`src/inc/cds_params.svh`:
```
/*
  Constants for the configuration-defaults and status-word block: link framing,
  register addresses, unlock key, status codes, factory values and timing.
  Assumes a single 25 MHz clock on both ends of the serial link.
*/
`ifndef CDS_PARAMS_SVH
`define CDS_PARAMS_SVH

`define CDS_W            16
`define CDS_FRAME_BITS   6'h20
`define CDS_LAST_BIT     6'h1F
`define CDS_CMD_BITS     6'h10
`define CDS_CMD_LAST     6'h0F
`define CDS_WR_BIT       15
`define CDS_ADDR_HI      14
`define CDS_ADDR_LO      8

`define CDS_NREG         3
`define CDS_ADDR_IDENT   7'h01
`define CDS_ADDR_CFG0    7'h02
`define CDS_ADDR_CFG1    7'h03
`define CDS_ADDR_KEY     7'h04
`define CDS_ADDR_CTRL    7'h05
`define CDS_ADDR_NVCNT   7'h06

`define CDS_UNLOCK_KEY   16'h0C1C
`define CDS_CTRL_SAVE    0
`define CDS_CTRL_FACT    1

`define CDS_CODE_BOOT    16'h10AD
`define CDS_CODE_BAD     16'h0BAD
`define CDS_CODE_GOOD    16'h600D
`define CDS_RESV_NIB     4'hE

// Factory identifier value is arbitrary
`define CDS_FACT_IDENT   16'h5A31
`define CDS_FACT_CFG     16'h0000

`define CDS_CLK_NS       40
`define CDS_SCLK_NS      320
`define CDS_HALF_CYC     (`CDS_SCLK_NS / (2 * `CDS_CLK_NS))
`define CDS_DEV_START_US 50
`define CDS_DEV_START_CYC ((`CDS_DEV_START_US * 1000 + `CDS_CLK_NS - 1) / `CDS_CLK_NS)
`define CDS_HOST_WAIT_US 60
`define CDS_HOST_WAIT_CYC ((`CDS_HOST_WAIT_US * 1000 + `CDS_CLK_NS - 1) / `CDS_CLK_NS)

`endif

```
`src/inc/cds_pkg.sv`:
```
/*
  Types for the configuration-defaults link: boot status for the device, operations and states for the host.
  Assumes cds_params.svh supplies all numeric constants.
*/
package cds_pkg;

  typedef enum logic [1:0] {
    CDS_ST_NORM = 2'b00,
    CDS_ST_WAIT = 2'b01,
    CDS_ST_BAD  = 2'b10,
    CDS_ST_GOOD = 2'b11
  } cds_status_t;

  typedef enum logic [1:0] {
    CDS_OP_RW      = 2'b00,
    CDS_OP_STORE   = 2'b01,
    CDS_OP_RESTORE = 2'b10
  } cds_op_t;

  typedef enum logic [2:0] {
    CDS_H_WAIT = 3'b000,
    CDS_H_IDLE = 3'b001,
    CDS_H_LEAD = 3'b010,
    CDS_H_BITS = 3'b011,
    CDS_H_TAIL = 3'b100,
    CDS_H_GAP  = 3'b101
  } cds_hstate_t;

endpackage

```
`src/inc/cds_spi_if.sv`:
```
/*
  Four-wire serial link between the host (master) and the device.
  Assumes each end samples the pins it receives through its own synchroniser.
*/
`timescale 1ns/1ns
interface cds_spi_if;
  logic sclk;
  logic ss_n;
  logic mosi;
  logic miso;

  modport dev  (input sclk, input ss_n, input mosi, output miso);
  modport host (output sclk, output ss_n, output mosi, input miso);
endinterface

```
`src/cds_device.sv`:
```
/*
  Device end: live registers, key-guarded store/restore of power-up defaults in
  non-volatile storage, self-reset with reload, and the first-word status code.
  Assumes a host that frames 32-bit transfers (command word then data word,
  mode 0, MSB first) and a power-on reset por_n separate from the pin reset.
*/
`timescale 1ns/1ns
`include "cds_params.svh"
module cds_device (
  input  wire logic         mclk,
  input  wire logic         rst_n,
  input  wire logic         por_n,
  input  wire logic         boot_mode,
  input  wire logic         boot_frame_ok,
  input  wire logic         app_update,
  cds_spi_if.dev            spi,
  output logic [15:0]       system_identifier,
  output logic [15:0]       cfg0,
  output logic [15:0]       cfg1,
  output logic [15:0]       nv_writes,
  output logic              nv_custom,
  output logic              self_reset
);

  logic [1:0]               sclk_s_q;
  logic [1:0]               ss_s_q;
  logic [1:0]               mosi_s_q;
  logic                     sclk_p_q;
  logic                     ss_p_q;
  logic                     ss_act;
  logic                     ss_fall;
  logic                     ss_rise;
  logic                     rise;
  logic                     fall;
  logic [11:0]              start_q;
  logic                     starting;
  logic                     load_q;
  logic                     soft_rst_q;
  logic                     ign_q;
  logic [5:0]               bit_q;
  logic [15:0]              rx_q;
  logic [15:0]              cmd_q;
  logic [15:0]              tx_q;
  logic [15:0]              wr_data;
  logic [6:0]               wr_addr;
  logic                     wr_stb;
  logic                     arm_q;
  logic                     op_save;
  logic                     op_fact;
  logic [15:0]              regs_q [0:`CDS_NREG-1];
  logic [15:0]              nv_q   [0:`CDS_NREG-1];
  logic [15:0]              nv_cnt_q;
  logic                     nv_custom_q;
  logic [15:0]              first_word;
  logic [15:0]              rd_word;
  cds_pkg::cds_status_t     stat_q;

  // Pins from the host pass two flops before anything reads them
  always_ff @(posedge mclk or negedge rst_n)
  begin
    if (!rst_n)
    begin
      sclk_s_q <= 2'h0;
      ss_s_q   <= 2'h3;
      mosi_s_q <= 2'h0;
      sclk_p_q <= 1'b0;
      ss_p_q   <= 1'b1;
    end
    else
    begin
      sclk_s_q <= {sclk_s_q[0], spi.sclk};
      ss_s_q   <= {ss_s_q[0], spi.ss_n};
      mosi_s_q <= {mosi_s_q[0], spi.mosi};
      sclk_p_q <= sclk_s_q[1];
      ss_p_q   <= ss_s_q[1];
    end
  end

  assign ss_act  = ~ss_s_q[1];
  assign ss_fall = ss_act & ss_p_q;
  assign ss_rise = ~ss_act & ~ss_p_q;
  assign rise    = ss_act & sclk_s_q[1] & ~sclk_p_q;
  assign fall    = ss_act & ~sclk_s_q[1] & sclk_p_q;

  // Startup window after pin or self reset; frames begun in it write nothing and open with the bootloader code
  always_ff @(posedge mclk or negedge rst_n)
  begin
    if (!rst_n)
      start_q <= 12'(`CDS_DEV_START_CYC);
    else if (soft_rst_q)
      start_q <= 12'(`CDS_DEV_START_CYC);
    else if (start_q != 12'h000)
      start_q <= start_q - 12'h001;
  end
  assign starting = (start_q != 12'h000);
  // Frame receive: command word in the first half, data word in the second
  always_ff @(posedge mclk or negedge rst_n)
  begin
    if (!rst_n)
    begin
      bit_q <= 6'h00;
      rx_q  <= 16'h0000;
      cmd_q <= 16'h0000;
      ign_q <= 1'b0;
    end
    else if (ss_fall)
    begin
      bit_q <= 6'h00;
      ign_q <= starting;
    end
    else if (rise && bit_q != `CDS_FRAME_BITS)
    begin
      bit_q <= bit_q + 6'h01;
      rx_q  <= {rx_q[14:0], mosi_s_q[1]};
      if (bit_q == `CDS_CMD_LAST)
        cmd_q <= {rx_q[14:0], mosi_s_q[1]};
    end
  end
  assign wr_data = {rx_q[14:0], mosi_s_q[1]};
  assign wr_addr = cmd_q[`CDS_ADDR_HI:`CDS_ADDR_LO];
  // A short frame never reaches the last bit, so it writes nothing
  assign wr_stb  = rise & ~ign_q & (bit_q == `CDS_LAST_BIT) & cmd_q[`CDS_WR_BIT];
  // Key arms only the very next write; any other write disarms it
  always_ff @(posedge mclk or negedge rst_n)
  begin
    if (!rst_n)
      arm_q <= 1'b0;
    else if (soft_rst_q)
      arm_q <= 1'b0;
    else if (wr_stb)
      arm_q <= (wr_addr == `CDS_ADDR_KEY) && (wr_data == `CDS_UNLOCK_KEY);
  end
  // Store has priority when both bits are written together
  assign op_save = wr_stb & arm_q & (wr_addr == `CDS_ADDR_CTRL) & wr_data[`CDS_CTRL_SAVE];
  assign op_fact = wr_stb & arm_q & (wr_addr == `CDS_ADDR_CTRL) & ~wr_data[`CDS_CTRL_SAVE]
                   & wr_data[`CDS_CTRL_FACT];
  always_ff @(posedge mclk or negedge rst_n)
  begin
    if (!rst_n)
    begin
      soft_rst_q <= 1'b0;
      load_q     <= 1'b1;
    end
    else
    begin
      soft_rst_q <= op_save | op_fact;
      load_q     <= soft_rst_q;
    end
  end
  // Non-volatile side only follows power-on; pin and self resets leave it alone
  always_ff @(posedge mclk or negedge por_n)
  begin
    if (!por_n)
    begin
      nv_custom_q <= 1'b0;
      nv_cnt_q    <= 16'h0000;
    end
    else
    begin
      if (op_save | op_fact)
        nv_cnt_q <= nv_cnt_q + 16'h0001;
      if (app_update)
        nv_custom_q <= 1'b0;
      else if (op_save)
        nv_custom_q <= 1'b1;
      else if (op_fact)
        nv_custom_q <= 1'b0;
    end
  end

  genvar gi;
  generate
    for (gi = 0; gi < `CDS_NREG; gi++)
    begin : g_reg
      localparam logic [6:0]  ADDR = 7'(`CDS_ADDR_IDENT + gi);
      localparam logic [15:0] FACT = (gi == 0) ? `CDS_FACT_IDENT : `CDS_FACT_CFG;
      // Storage array holds no reset so defaults survive pin resets
      always_ff @(posedge mclk)
      begin
        if (op_save)
          nv_q[gi] <= regs_q[gi];
      end
      always_ff @(posedge mclk or negedge rst_n)
      begin
        if (!rst_n)
          regs_q[gi] <= FACT;
        else if (load_q)
          regs_q[gi] <= nv_custom_q ? nv_q[gi] : FACT;
        else if (wr_stb && wr_addr == ADDR
                 && !(gi == 0 && wr_data[15:12] == `CDS_RESV_NIB))
          regs_q[gi] <= wr_data;
      end
    end
  endgenerate
  // Boot status enters waiting on the next clock, then advances at the close of each frame
  always_ff @(posedge mclk or negedge rst_n)
  begin
    if (!rst_n)
      stat_q <= cds_pkg::CDS_ST_NORM;
    else if (!boot_mode)
      stat_q <= cds_pkg::CDS_ST_NORM;
    else if (stat_q == cds_pkg::CDS_ST_NORM)
      stat_q <= cds_pkg::CDS_ST_WAIT;
    else if (ss_rise)
      stat_q <= boot_frame_ok ? cds_pkg::CDS_ST_GOOD : cds_pkg::CDS_ST_BAD;
  end
  always_comb
  begin
    first_word = regs_q[0];
    if (starting)
      first_word = `CDS_CODE_BOOT;
    else
      case (stat_q)
        cds_pkg::CDS_ST_NORM: first_word = regs_q[0];
        cds_pkg::CDS_ST_WAIT: first_word = `CDS_CODE_BOOT;
        cds_pkg::CDS_ST_BAD:  first_word = `CDS_CODE_BAD;
        cds_pkg::CDS_ST_GOOD: first_word = `CDS_CODE_GOOD;
        default:              first_word = regs_q[0];
      endcase
  end

  always_comb
  begin
    rd_word = 16'h0000;
    case (wr_addr)
      `CDS_ADDR_IDENT: rd_word = regs_q[0];
      `CDS_ADDR_CFG0:  rd_word = regs_q[1];
      `CDS_ADDR_CFG1:  rd_word = regs_q[2];
      `CDS_ADDR_CTRL:  rd_word = {14'h0000, nv_custom_q, arm_q};
      `CDS_ADDR_NVCNT: rd_word = nv_cnt_q;
      default:         rd_word = 16'h0000;
    endcase
  end

  // Output shifts on falling edges; data word loads at the sixteenth fall
  always_ff @(posedge mclk or negedge rst_n)
  begin
    if (!rst_n)
      tx_q <= 16'h0000;
    else if (ss_fall)
      tx_q <= first_word;
    else if (fall)
    begin
      if (bit_q == `CDS_CMD_BITS)
        tx_q <= rd_word;
      else
        tx_q <= {tx_q[14:0], 1'b0};
    end
  end

  assign spi.miso   = tx_q[15];
  assign system_identifier = regs_q[0];
  assign cfg0       = regs_q[1];
  assign cfg1       = regs_q[2];
  assign nv_writes  = nv_cnt_q;
  assign nv_custom  = nv_custom_q;
  assign self_reset = soft_rst_q;
endmodule

```
`src/flat_wrapper.sv`:
```
// flat-port wrapper written by rule: the top's interface ports become plain ports
module cds_device_flat 
  (mclk, rst_n, por_n, boot_mode, boot_frame_ok, app_update, system_identifier, cfg0, cfg1, nv_writes, nv_custom, self_reset, spi_sclk, spi_ss_n, spi_mosi, spi_miso);
  cds_spi_if spi_i ();
  input  wire logic mclk;
  input  wire logic rst_n;
  input  wire logic por_n;
  input  wire logic boot_mode;
  input  wire logic boot_frame_ok;
  input  wire logic app_update;
  output logic [15:0] system_identifier;
  output logic [15:0] cfg0;
  output logic [15:0] cfg1;
  output logic [15:0] nv_writes;
  output logic nv_custom;
  output logic self_reset;
  input wire logic [$bits(spi_i.sclk)-1:0] spi_sclk;
  input wire logic [$bits(spi_i.ss_n)-1:0] spi_ss_n;
  input wire logic [$bits(spi_i.mosi)-1:0] spi_mosi;
  output wire logic [$bits(spi_i.miso)-1:0] spi_miso;
  assign spi_i.sclk = spi_sclk;
  assign spi_i.ss_n = spi_ss_n;
  assign spi_i.mosi = spi_mosi;
  assign spi_miso = spi_i.miso;
  cds_device u_core (.mclk(mclk), .rst_n(rst_n), .por_n(por_n), .boot_mode(boot_mode), .boot_frame_ok(boot_frame_ok), .app_update(app_update), .spi(spi_i), .system_identifier(system_identifier), .cfg0(cfg0), .cfg1(cfg1), .nv_writes(nv_writes), .nv_custom(nv_custom), .self_reset(self_reset));
endmodule
```
`config.mk`:
```
export PLATFORM = sky130hd
export DESIGN_NAME = cds_device_flat
export DESIGN_NICKNAME = d
export VERILOG_FILES = /design/src/inc/cds_pkg.sv /design/src/inc/cds_spi_if.sv /design/src/cds_device.sv /design/src/flat_wrapper.sv
export VERILOG_INCLUDE_DIRS = /design/src /design/src/inc
export SDC_FILE = /design/constraint.sdc
export NUM_CORES = 1
export LEC_CHECK = 0
export BUFFER_PORTS_ARGS = -buffer_cell sky130_fd_sc_hd__buf_2
export CORE_MARGIN = 3
export CORE_UTILIZATION = 44
export DETAILED_ROUTE_END_ITERATION = 6
export PLACE_DENSITY_LB_ADDON = 0.1
export RECOVER_POWER = 25
export SYNTH_ARGS = -nofsm -noshare
export SYNTH_HDL_FRONTEND = slang
export SYNTH_SLANG_ARGS = --single-unit
```
`constraint.sdc`:
```
create_clock -name mclk -period 11.3 [get_ports mclk]
set_input_delay 2.26 -clock mclk [delete_from_list [all_inputs] [get_ports mclk]]
set_output_delay 2.26 -clock mclk [all_outputs]
set_load 0.1 [all_outputs]
```
### Yosys cells after proc, flatten, opt, wreduce, memory -nomap -nowiden

Memories as Yosys holds them, arrays and structs flattened.
Index checks and enable logic that the tools add are counted.

* bits in registers: 144
* bits in writable memories: 48
* output and inout bits: 67
* logic and storage cells: 111
* memories kept: 1

* add/subtract/negate cells: 3
* eq/ne operators: 16
* muxes and demuxes: 30
* bitwise logic cells: 22
* reductions and logical operators: 19

Memory list
* u_core.nv_q: words 3, bits a word 16, rd ports 3, clocked after memory_dff 0, write ports 3, line cds_device.sv:51 `` logic [15:0] nv_q [0:`CDS_NREG-1]; ``

Operators with widths (number)
* $mux W16: 13
* $pmux W16 S5: 1
* $pmux W16 S4: 1
* $mux W12: 2
* $eq A7 B3 Y1 const B: 3
* $add A16 B1 Y16 const B: 1
* $eq A16 B12 Y1 const B: 1
* $and A1 B1 Y1: 14
* $eq A7 B2 Y1 const B: 2
* $reduce_bool A2 Y1: 7
* $eq A6 B5 Y1 const B: 2
* $mux W6: 2
* $reduce_bool A12 Y1: 1
* $sub A12 B1 Y12 const B: 1
* $mux W1: 8
* $eq A7 B1 Y1 const B: 1
* $not A1 Y1: 7
* $add A6 B1 Y6 const B: 1
* $eq A6 B4 Y1 const B: 1
* $logic_and A1 B1 Y1: 6
* $mux W2: 3
* $ne A6 B6 Y1 const B: 1
* $eq A2 B2 Y1 const B: 2
* $eq A4 B4 Y1 const B: 1
* 8 further kinds: 8

### Longest topological paths before layout

Gate-level depths: netlist of run 1.

* depth after elaboration: 13
* mapped depth: 8

### Least setup slack after synthesis of run 1

OpenSTA, ideal clock, no wires.

* kind: register to register
* from: register u_core.cmd_q[11]
* to: memory u_core.nv_q[0][0] (enable)
* library setup time: 0.513 ns
* arrival: 4.862 ns
* slack: 5.925 ns
* stages on the path, launching flop included: 5
* clock period less this slack: 5.375 ns
* path through: dfrtp_1 > nor4_1 > clkbuf_1 > nand2_1 > nor3_1

RTL lines
* start, declared: line cds_device.sv:42 `logic [15:0] cmd_q;`
* start signal, assigned: line cds_device.sv:116 `cmd_q <= {rx_q[14:0], mosi_s_q[1]};`
* end, declared: line cds_device.sv:51

==> results.cfg, run 1 <==
[floorplan]
die_h_microns = 148
rows = 51
io_pins = 76
die-area_sq_um = 21900
core_area_sq_um = 19700
chipWidth_microns = 148
initial_core_util_pct = 45.2

[synthesis]
synthesis.nets = 840
netlist.area_leader.share_pct = 33.8
synth_ff_type = dfrtp_1
synthArstFlopShare_pct = 73.9
synth_edf_count = 48
synth_top_area_cell = dfrtp_1
syn_avg_cell_area_sq_um = 10.8
yosys_warnings = 0
synth.distinct_cells = 64
yosys.cell_count.top_type = dfrtp_1
ys_ff_latch = 184
synth_common_cells = dfrtp_1 (120), nand3_1 (52), nand2_1 (49)
synth_cells = 822
synth-seq-area-share_pct = 54.8
synth_area_sq_um = 8870
synth_area_leaders = dfrtp_1 (34%), edfxtp_1 (16%), mux2i_1 (5.1%), dfstp_2 (4.7%), nand3_1 (2.9%)

[final_layout]
area_delta_synth_final_pct = 12.7
antennaDiodeCount = 0
stdcell_count = 1147
finalNetCount = 887
drive_gt1_share_pct = 17.9

[setup_path]
cp_slowest_cell = clkbuf_1
cp_data_arrival_time_ps = 5070
critPathRequiredTime_ps = 11720
start_kind = primary input
path_delay_family = buffers and inverters
critPathMaxStageDelay_ps = 1730
crit_path_end_kind = asynchronous set/reset pin
path_cells = clkbuf_1 -> buf_4
crit_buf_inv = 2
worstPathMaxFanout = 74
crit_type = in2async

[power]
clkPwrFrac_pct = 43.6
p_switching_mw = 0.350
swShare_pct = 25.3
p_seq_share_pct = 51.7
power.internal_mw = 1.03
power.density_nw_per_um2 = 138
vdd_drop_max_mv = 0.101
combPwrFrac_pct = 4.7
p_leak_nw = 3.96

[detailed_routing]
ant_nets = 0
drc = 0
via_per_inst = 6.01
wl_mm = 25.7
wl_per_cell_microns = 22.4
drtIter0Drc = 660
dr.pass1.iters = 7
num_vias = 6889

[timing]
fin_skew_ps = 9.71
finalSetupTns_ps = 0
tightest_slew_ps = 2490
hold_viol = 0
period_minus_slack_ps = 4640
drv_slew = 94
rsz0062_at_grt = false
period_share_pct = 41.1
hold_ws_ps = 349
setup_violations = 0
fmax_mhz = 215
relSlewSlack_pct = -65.9

[grt]
grt_pass1_vias = 6637
grtUsageTotal_pct = 23.7
antenna_found_initial = 0
grt_max_degree = 75
grt_overflow_total = 0
grt_pass1_wl_mm = 40.0

[place]
place_congestion = 0.918
dp_cells = 1115
dpl.hpwl_mm = 17.6
io_buffers = 75

[run]
cap_viol_max_count = 2

[clock_tree]
cts_resized = 0
ctsHtreeMaxLevel = 4
clockBufferDepth = 2
cts_tree = done
insertion_delay_ps = 440
numCtsBuffers = 17
root_buffer = clkbuf_16
cts_hold_buf = 0
cts.sinks = 184
cts_setup_buffers = 0
clkTransAtPathRegs_ps = 70

[outcome]
violations = capacitance limit, slew limit
status = complete, but fails checks

[worst_hold_path]
hold_path_class = reg2reg
-- placed cells by master (no fill, tap or decap), drive strengths merged, types with 6 or more instances in the layout --
master,count
nor3,35
nor4,16
or4,9
a211oi,14
o21ai,41
nand2b,9
nand4,17
and2,6
ha,9
nor2b,16
xnor2,16
mux2i,45
dfstp,16
dfrtp,120
a31oi,18
a21oi,45
o211ai,21
nand3,52
buf,82
nor3b,7
clkbuf,21
nor2,36
a221oi,8
inv,36
edfxtp,48
clkinv,7
nand2,49
mux2,24
-- per-layer routing --
layer  vias to the layer above  track usage, %  wire (microns)
met2                       281            36.0           11700
met5                         -               0               0
met1                      3420            34.2           11400
met3                        48            4.78            1880
met4                         0            8.08             743
li1                       3140               -               -
-- layout make-up --
type	instances	area [sq um]
sequential	184	4860
clock inverter	15	165
inverter	29	109
timing repair buffer	86	448
multi-input combinational	551	3650
fill	1801	9660
clock buffer	17	425
tap	265	332
-- registers in the layout, indices dropped and copies added, names as in the netlist, 2 cells and up --
signal / flops
u_core.mosi_s_q: 2
u_core.system_identifier: 16
u_core.rx_q: 15
u_core.cfg1: 16
u_core.ss_s_q: 2
u_core.tx_q: 16
u_core.stat_q: 2
u_core.nv_writes: 16
u_core.nv_q: 48
u_core.bit_q: 6
u_core.cmd_q: 8
u_core.cfg0: 16
u_core.sclk_s_q: 2
u_core.start_q: 12
-- stage by stage --
stage                     util, %  instance area [sq um]  worst slack (ps)  total power [mW]
after floorplan                 -                   8870              5920             0.762
after global placement       48.0                   9430              7560             0.791
after detailed placement     48.0                   9430              7510             0.793
after CTS                    51.0                  10000              7160              1.39
after global routing         50.9                  10000              6000              1.43
final                        50.9                  10000              6660              1.38
-- power groups by stage --
stage / Clock (mW) / Combinational [mW] / Sequential, mW
2_1_floorplan: 0 / 0.0385 / 0.723
3_3_place_gp: 0 / 0.0640 / 0.727
3_5_place_dp: 0 / 0.0653 / 0.728
4_1_cts: 0.612 / 0.0663 / 0.715
5_1_grt: 0.642 / 0.0735 / 0.716
6_report: 0.603 / 0.0649 / 0.716
-- worst paths after layout --
check	from	endpoint	slack, ps	cells past startpoint
min in group asynchronous	por_n	u_core.nv_writes[15]	1950	1
max in group mclk	u_core.nv_custom	nv_custom	7120	1
worst min register to register	u_core.mosi_s_q[0]	u_core.mosi_s_q[1]	350	0
worst max register to register	u_core.ss_s_q[1]	u_core.cfg1[9]	7230	5
worst max-delay path	rst_n	u_core.cfg0[9]	6660	2
worst min-delay path	u_core.mosi_s_q[0]	u_core.mosi_s_q[1]	350	0
-- worst reg2reg max path: stages (launching register included) --
cell	delay, ps
dfstp_1	460
nor3b_1	530
and3_1	250
clkbuf_1	1560
a31o_2	760
mux2_2	400
-- logic make-up after synthesis --
group / share of synthesized area [%]
AO/OA/AOI/OAI: 12.4
XOR/XNOR: 1.88
adder cells (fa/ha/maj): 1.27
buffers and inverters: 4.07
flip-flops: 54.8
multiplexers: 8.12
AND/OR/NAND/NOR: 17.4
(Power assumes the default switching activity.)
==> inputs of run 2 (changes only) <==
Clock period 11.3 ns to 3.9 ns, I/O delays scaled along.
==> run 2 against run 1 <==
The run now ends clean. Sequential share of layout area shrank 0.34 points. Worst setup slack lost 5400 ps. Sequential power grew to 2.9 times the previous value. Critical path depth grew 3. Critical path type is now reg2reg. Utilization grew 0.36 points. Final area grew 0.71%. Largest cell class unchanged.
==> results.cfg, run 2 (synthesis gave the netlist of run 1 again) <==
[outcome]
status = finished clean

[grt]
grt_max_degree = 66
grt_overflow_total = 0
grtUsageTotal_pct = 24.6
grt_pass1_vias = 6855
antenna_found_initial = 0
grt_pass1_wl_mm = 41.5

[timing]
hold_viol = 0
drv_slew = 0
setup_ws_ps = 1240
relSlewSlack_pct = 19.1
period_share_pct = 68.2
rsz0062_at_grt = false
setup_violations = 0
fin_skew_ps = 14.7
tightest_slew_ps = 1210
finalSetupTns_ps = 0
fmax_mhz = 376
period_minus_slack_ps = 2660

[setup_path]
critPathMaxStageDelay_ps = 610
crit_buf_inv = 1
start_kind = register
path_delay_family = simple AND/OR/NAND/NOR gates
crit_path_end_kind = register
r2r_slack_ps = 1240
crit_type = reg2reg
worstPathMaxFanout = 25
cp_num_cells = 5
cp_data_arrival_time_ps = 2760
rr_worst_depth = 5
cp_slowest_cell = or4_1
path_cells = nor3b_1 -> nand2_1 -> or4_1 -> nor3_4 -> buf_4
critPathRequiredTime_ps = 4000

[detailed_routing]
dr.pass1.iters = 5
via_per_inst = 6.13
drtIter0Drc = 580
num_vias = 7059
drc = 0
wl_mm = 26.8
wl_per_cell_microns = 23.3
ant_nets = 0

[clock_tree]
clkTransAtPathRegs_ps = 70
cts_resized = 0
insertion_delay_ps = 450
cts_hold_buf = 0
numCtsBuffers = 17
cts_setup_buffers = 0
cts.sinks = 184
ctsHtreeMaxLevel = 4
cts_tree = done
clockBufferDepth = 2
root_buffer = clkbuf_16

[final_layout]
layout.cells.most_common = dfrtp_1
stdcell_count = 1151
seq_area_sq_um = 4860
final_cell_mix = dfrtp_1 (120), buf_2 (73), nand3_1 (52)
final_core_util_pct = 51.2
drive_gt1_share_pct = 19.0
antennaDiodeCount = 0
multiInputGateArea_sq_um = 3670
area_delta_synth_final_pct = 13.5
finalNetCount = 891
top_register = u_core.nv_q
fillers = 1828
largest_reg_flops = 48

[place]
dp_cells = 1119
place_ws_ps = 1320
dpl.hpwl_mm = 18.3
io_buffers = 75
place_congestion = 0.876

[power]
p_total_mw = 4.04
power.density_nw_per_um2 = 401
vdd_drop_max_mv = 0.296
p_leak_nw = 4.00

[floorplan]
initial_core_util_pct = 45.2
chipWidth_microns = 148
io_pins = 76
core_area_sq_um = 19700
rows = 51
die-area_sq_um = 21900
die_h_microns = 148

[run]
cap_viol_max_count = 0

[worst_hold_path]
hold_depth = 0
hold_path_class = reg2reg
run 2: worst paths after layout:
| kind | from | to |
|---|---|---|
| worst max-delay path | u_core.ss_s_q[1] | u_core.nv_q[0][33] |
| worst min-delay path | u_core.mosi_s_q[0] | u_core.mosi_s_q[1] |
| worst max register to register | u_core.ss_s_q[1] | u_core.nv_q[0][33] |
| worst min register to register | u_core.mosi_s_q[0] | u_core.mosi_s_q[1] |
| max in group asynchronous | rst_n | u_core.start_q[5] |
| min in group asynchronous | rst_n | u_core.cfg0[13] |
run 2: metal layers:
metal,GRT usage [%],vias up,part of all wire [%]
li1,-,3146,-
met1,36.1,3560,45
met2,36.4,298,44
met3,4.29,55,7.2
met4,9.52,0,3.2
met5,0,-,0
run 2: final cells by class:
cell class / count / share of cell area (%)
inverters: 29 / 1.08
multi-input cells: 551 / 36.5
repair buffers: 90 / 4.98
clock inverters: 14 / 1.62
flip-flops and latches: 184 / 48.3
clock buffers: 18 / 4.26
well taps: 265 / 3.29
run 2: power by group:
group          internal [mW]  switching, mW  leakage, nW
Clock                  0.963          0.808        0.282
Combinational         0.0698          0.123         1.59
Sequential              2.02         0.0614         2.13
run 2: metrics by stage:
step	instance area (sq um)	hold slack [ps]
final	10100	352
after global routing	10100	360
after floorplan	8880	331
after global placement	9480	338
after CTS	10100	253
after detailed placement	9480	336
==> inputs of run 3 (changes only) <==
Clock period 3.9 ns to 2.6 ns, I/O delays scaled along.
==> run 3 against run 2 <==
The run now ends with capacitance limit, slew limit left. Sequential cell count unchanged. Non-clock buffer count rose by 19. Register-to-register slack lost 1100 ps. Clock skew down 5.8 ps. Via count decreased by 2.4%. Combinational power up 52%. Power increased by 44%. Worst setup slack got worse by 1100 ps. Clock power up 36%. Largest cell class unchanged. Largest power group unchanged.
==> results.cfg, run 3 (synthesis gave the netlist of run 1 again) <==
[outcome]
status = complete, but fails checks
violations = capacitance limit, slew limit

[detailed_routing]
ant_nets = 0
via_per_inst = 5.88
wl_mm = 26.2
num_vias = 6888
drc = 0
dr.pass1.iters = 5
wl_per_cell_microns = 22.4
drtIter0Drc = 607

[worst_hold_path]
hold_path_class = in2reg
hold_depth = 1
min_from = spi_ss_n
min_to = u_core.ss_s_q[0]

[place]
io_buffers = 75
dp_cells = 1137
dpl.hpwl_mm = 18.5
postPlaceCellArea_sq_um = 9680
place_congestion = 0.929

[timing]
hold_viol = 0
relSlewSlack_pct = -15.4
setup_violations = 0
fin_skew_ps = 8.96
period_minus_slack_ps = 2430
fmax_mhz = 412
rsz0062_at_grt = false
drv_slew = 120
tightest_slew_ps = 1730
period_share_pct = 93.4

[setup_path]
rr_worst_depth = 5
critPathMaxStageDelay_ps = 540
r2r-end = u_core.system_identifier[4]
crit_type = reg2reg
path_delay_family = simple AND/OR/NAND/NOR gates
start_kind = register
worstPathMaxFanout = 36
cp_data_arrival_time_ps = 2760
crit_path_end_kind = register
path_cells = or4_1 -> buf_4 -> nor4_4 -> nand2_1 -> a211oi_1
critPathRequiredTime_ps = 2940
r2r_slack_ps = 170
reg2reg_from = u_core.cmd_q[11]
cp_slowest_cell = nor4_4
crit_buf_inv = 1

[clock_tree]
clkTransAtPathRegs_ps = 70
ctsHtreeMaxLevel = 4
clockBufferDepth = 2
numCtsBuffers = 17
cts.sinks = 184
cts_resized = 0
cts_tree = done
insertion_delay_ps = 430
cts_setup_buffers = 0
root_buffer = clkbuf_16

[grt]
antenna_found_initial = 1
grt_overflow_total = 0
grt_pass1_vias = 6853
grtUsageTotal_pct = 24.4
grt_pass1_wl_mm = 41.1
grt_max_degree = 120

[final_layout]
design_area_sq_um = 10200
drive_gt1_share_pct = 21.4
final_core_util_pct = 52.0
stdcell_count = 1171
seq_area_sq_um = 4860
final_cell_mix = dfrtp_1 (120), buf_2 (74), nand3_1 (52)
top_register = u_core.nv_q
finalNetCount = 910
area_delta_synth_final_pct = 15.1
multiInputGateArea_sq_um = 3700
fillers = 1788
layout.cells.most_common = dfrtp_1
largest_reg_flops = 48

[power]
vdd_drop_max_mv = 0.401
power.density_nw_per_um2 = 569
p_leak_nw = 4.07

[floorplan]
die_h_microns = 148
chipWidth_microns = 148
initial_core_util_pct = 45.2
rows = 51
io_pins = 76
die-area_sq_um = 21900
core_area_sq_um = 19700

[run]
cap_viol_max_count = 1
run 3: cell count changes in the layout (fill, tap and decap cells not counted), sizes merged:
cell / change
clkbuf: +2
clkinvlp: +3
dlygate4sd3: +1
inv: -3
buf: +17
diode: +1
bufinv: -2
clkinv: +1
run 3: report_power, final:
part	switching (mW)	leakage, nW	internal (mW)
registers	0.0987	2.13	3.02
logic	0.181	1.70	0.110
clock network	1.17	0.243	1.23
total	1.45	4.07	4.37
run 3: repair_timing:
| action | in CTS | in global routing |
|---|---|---|
| hold buffers | 1 | 0 |
| endpoints found under the setup margin | 0 | 0 |
| hold endpoints to repair | 17 | 0 |
run 3: routing by layer:
metal | global-route usage [%] | wire (microns)
met5 | 0 | 0
met4 | 9.28 | 843
met3 | 4.35 | 1490
met2 | 36.6 | 12000
met1 | 35.4 | 11900
run 3: final cells by class:
| type | instances | share of cell area [%] |
|---|---|---|
| multi-input combinational | 551 | 36.3 |
| timing repair buffer | 109 | 6.59 |
| clock buffer | 19 | 4.24 |
| inverter | 29 | 1.07 |
| antenna | 1 | 0.0245 |
| tap | 265 | 3.25 |
| clock inverter | 13 | 0.968 |
| sequential | 184 | 47.6 |
run 3: through the flow:
stage	hold slack, ps	TNS, ps	setup WS, ps	total power [mW]
2_1_floorplan	224	-9400	-196	3.31
6_report	181	0	172	5.82
4_1_cts	161	0	187	5.87
3_5_place_dp	335	0	229	3.47
3_3_place_gp	335	0	232	3.46
5_1_grt	168	0	2.57	6.04
run 3: worst register-to-register path: stages (launching register included):
cell and delay (ps):
dfrtp_1 420, or4_1 520, buf_4 260, nor4_4 540
nand2_1 300, a211oi_1 300
run 3: worst max path at each step:
stage                                  endpoint  slack, ps             start  cells after the start
global placement    u_core.system_identifier[0]        230  u_core.cmd_q[11]                      5
floorplan                     u_core.nv_q[0][0]       -200   u_core.bit_q[1]                      5
CTS                 u_core.system_identifier[4]        190  u_core.cmd_q[11]                      5
global route        u_core.system_identifier[5]          3  u_core.cmd_q[11]                      5
detailed placement  u_core.system_identifier[4]        230  u_core.cmd_q[11]                      5
finish              u_core.system_identifier[4]        170  u_core.cmd_q[11]                      5
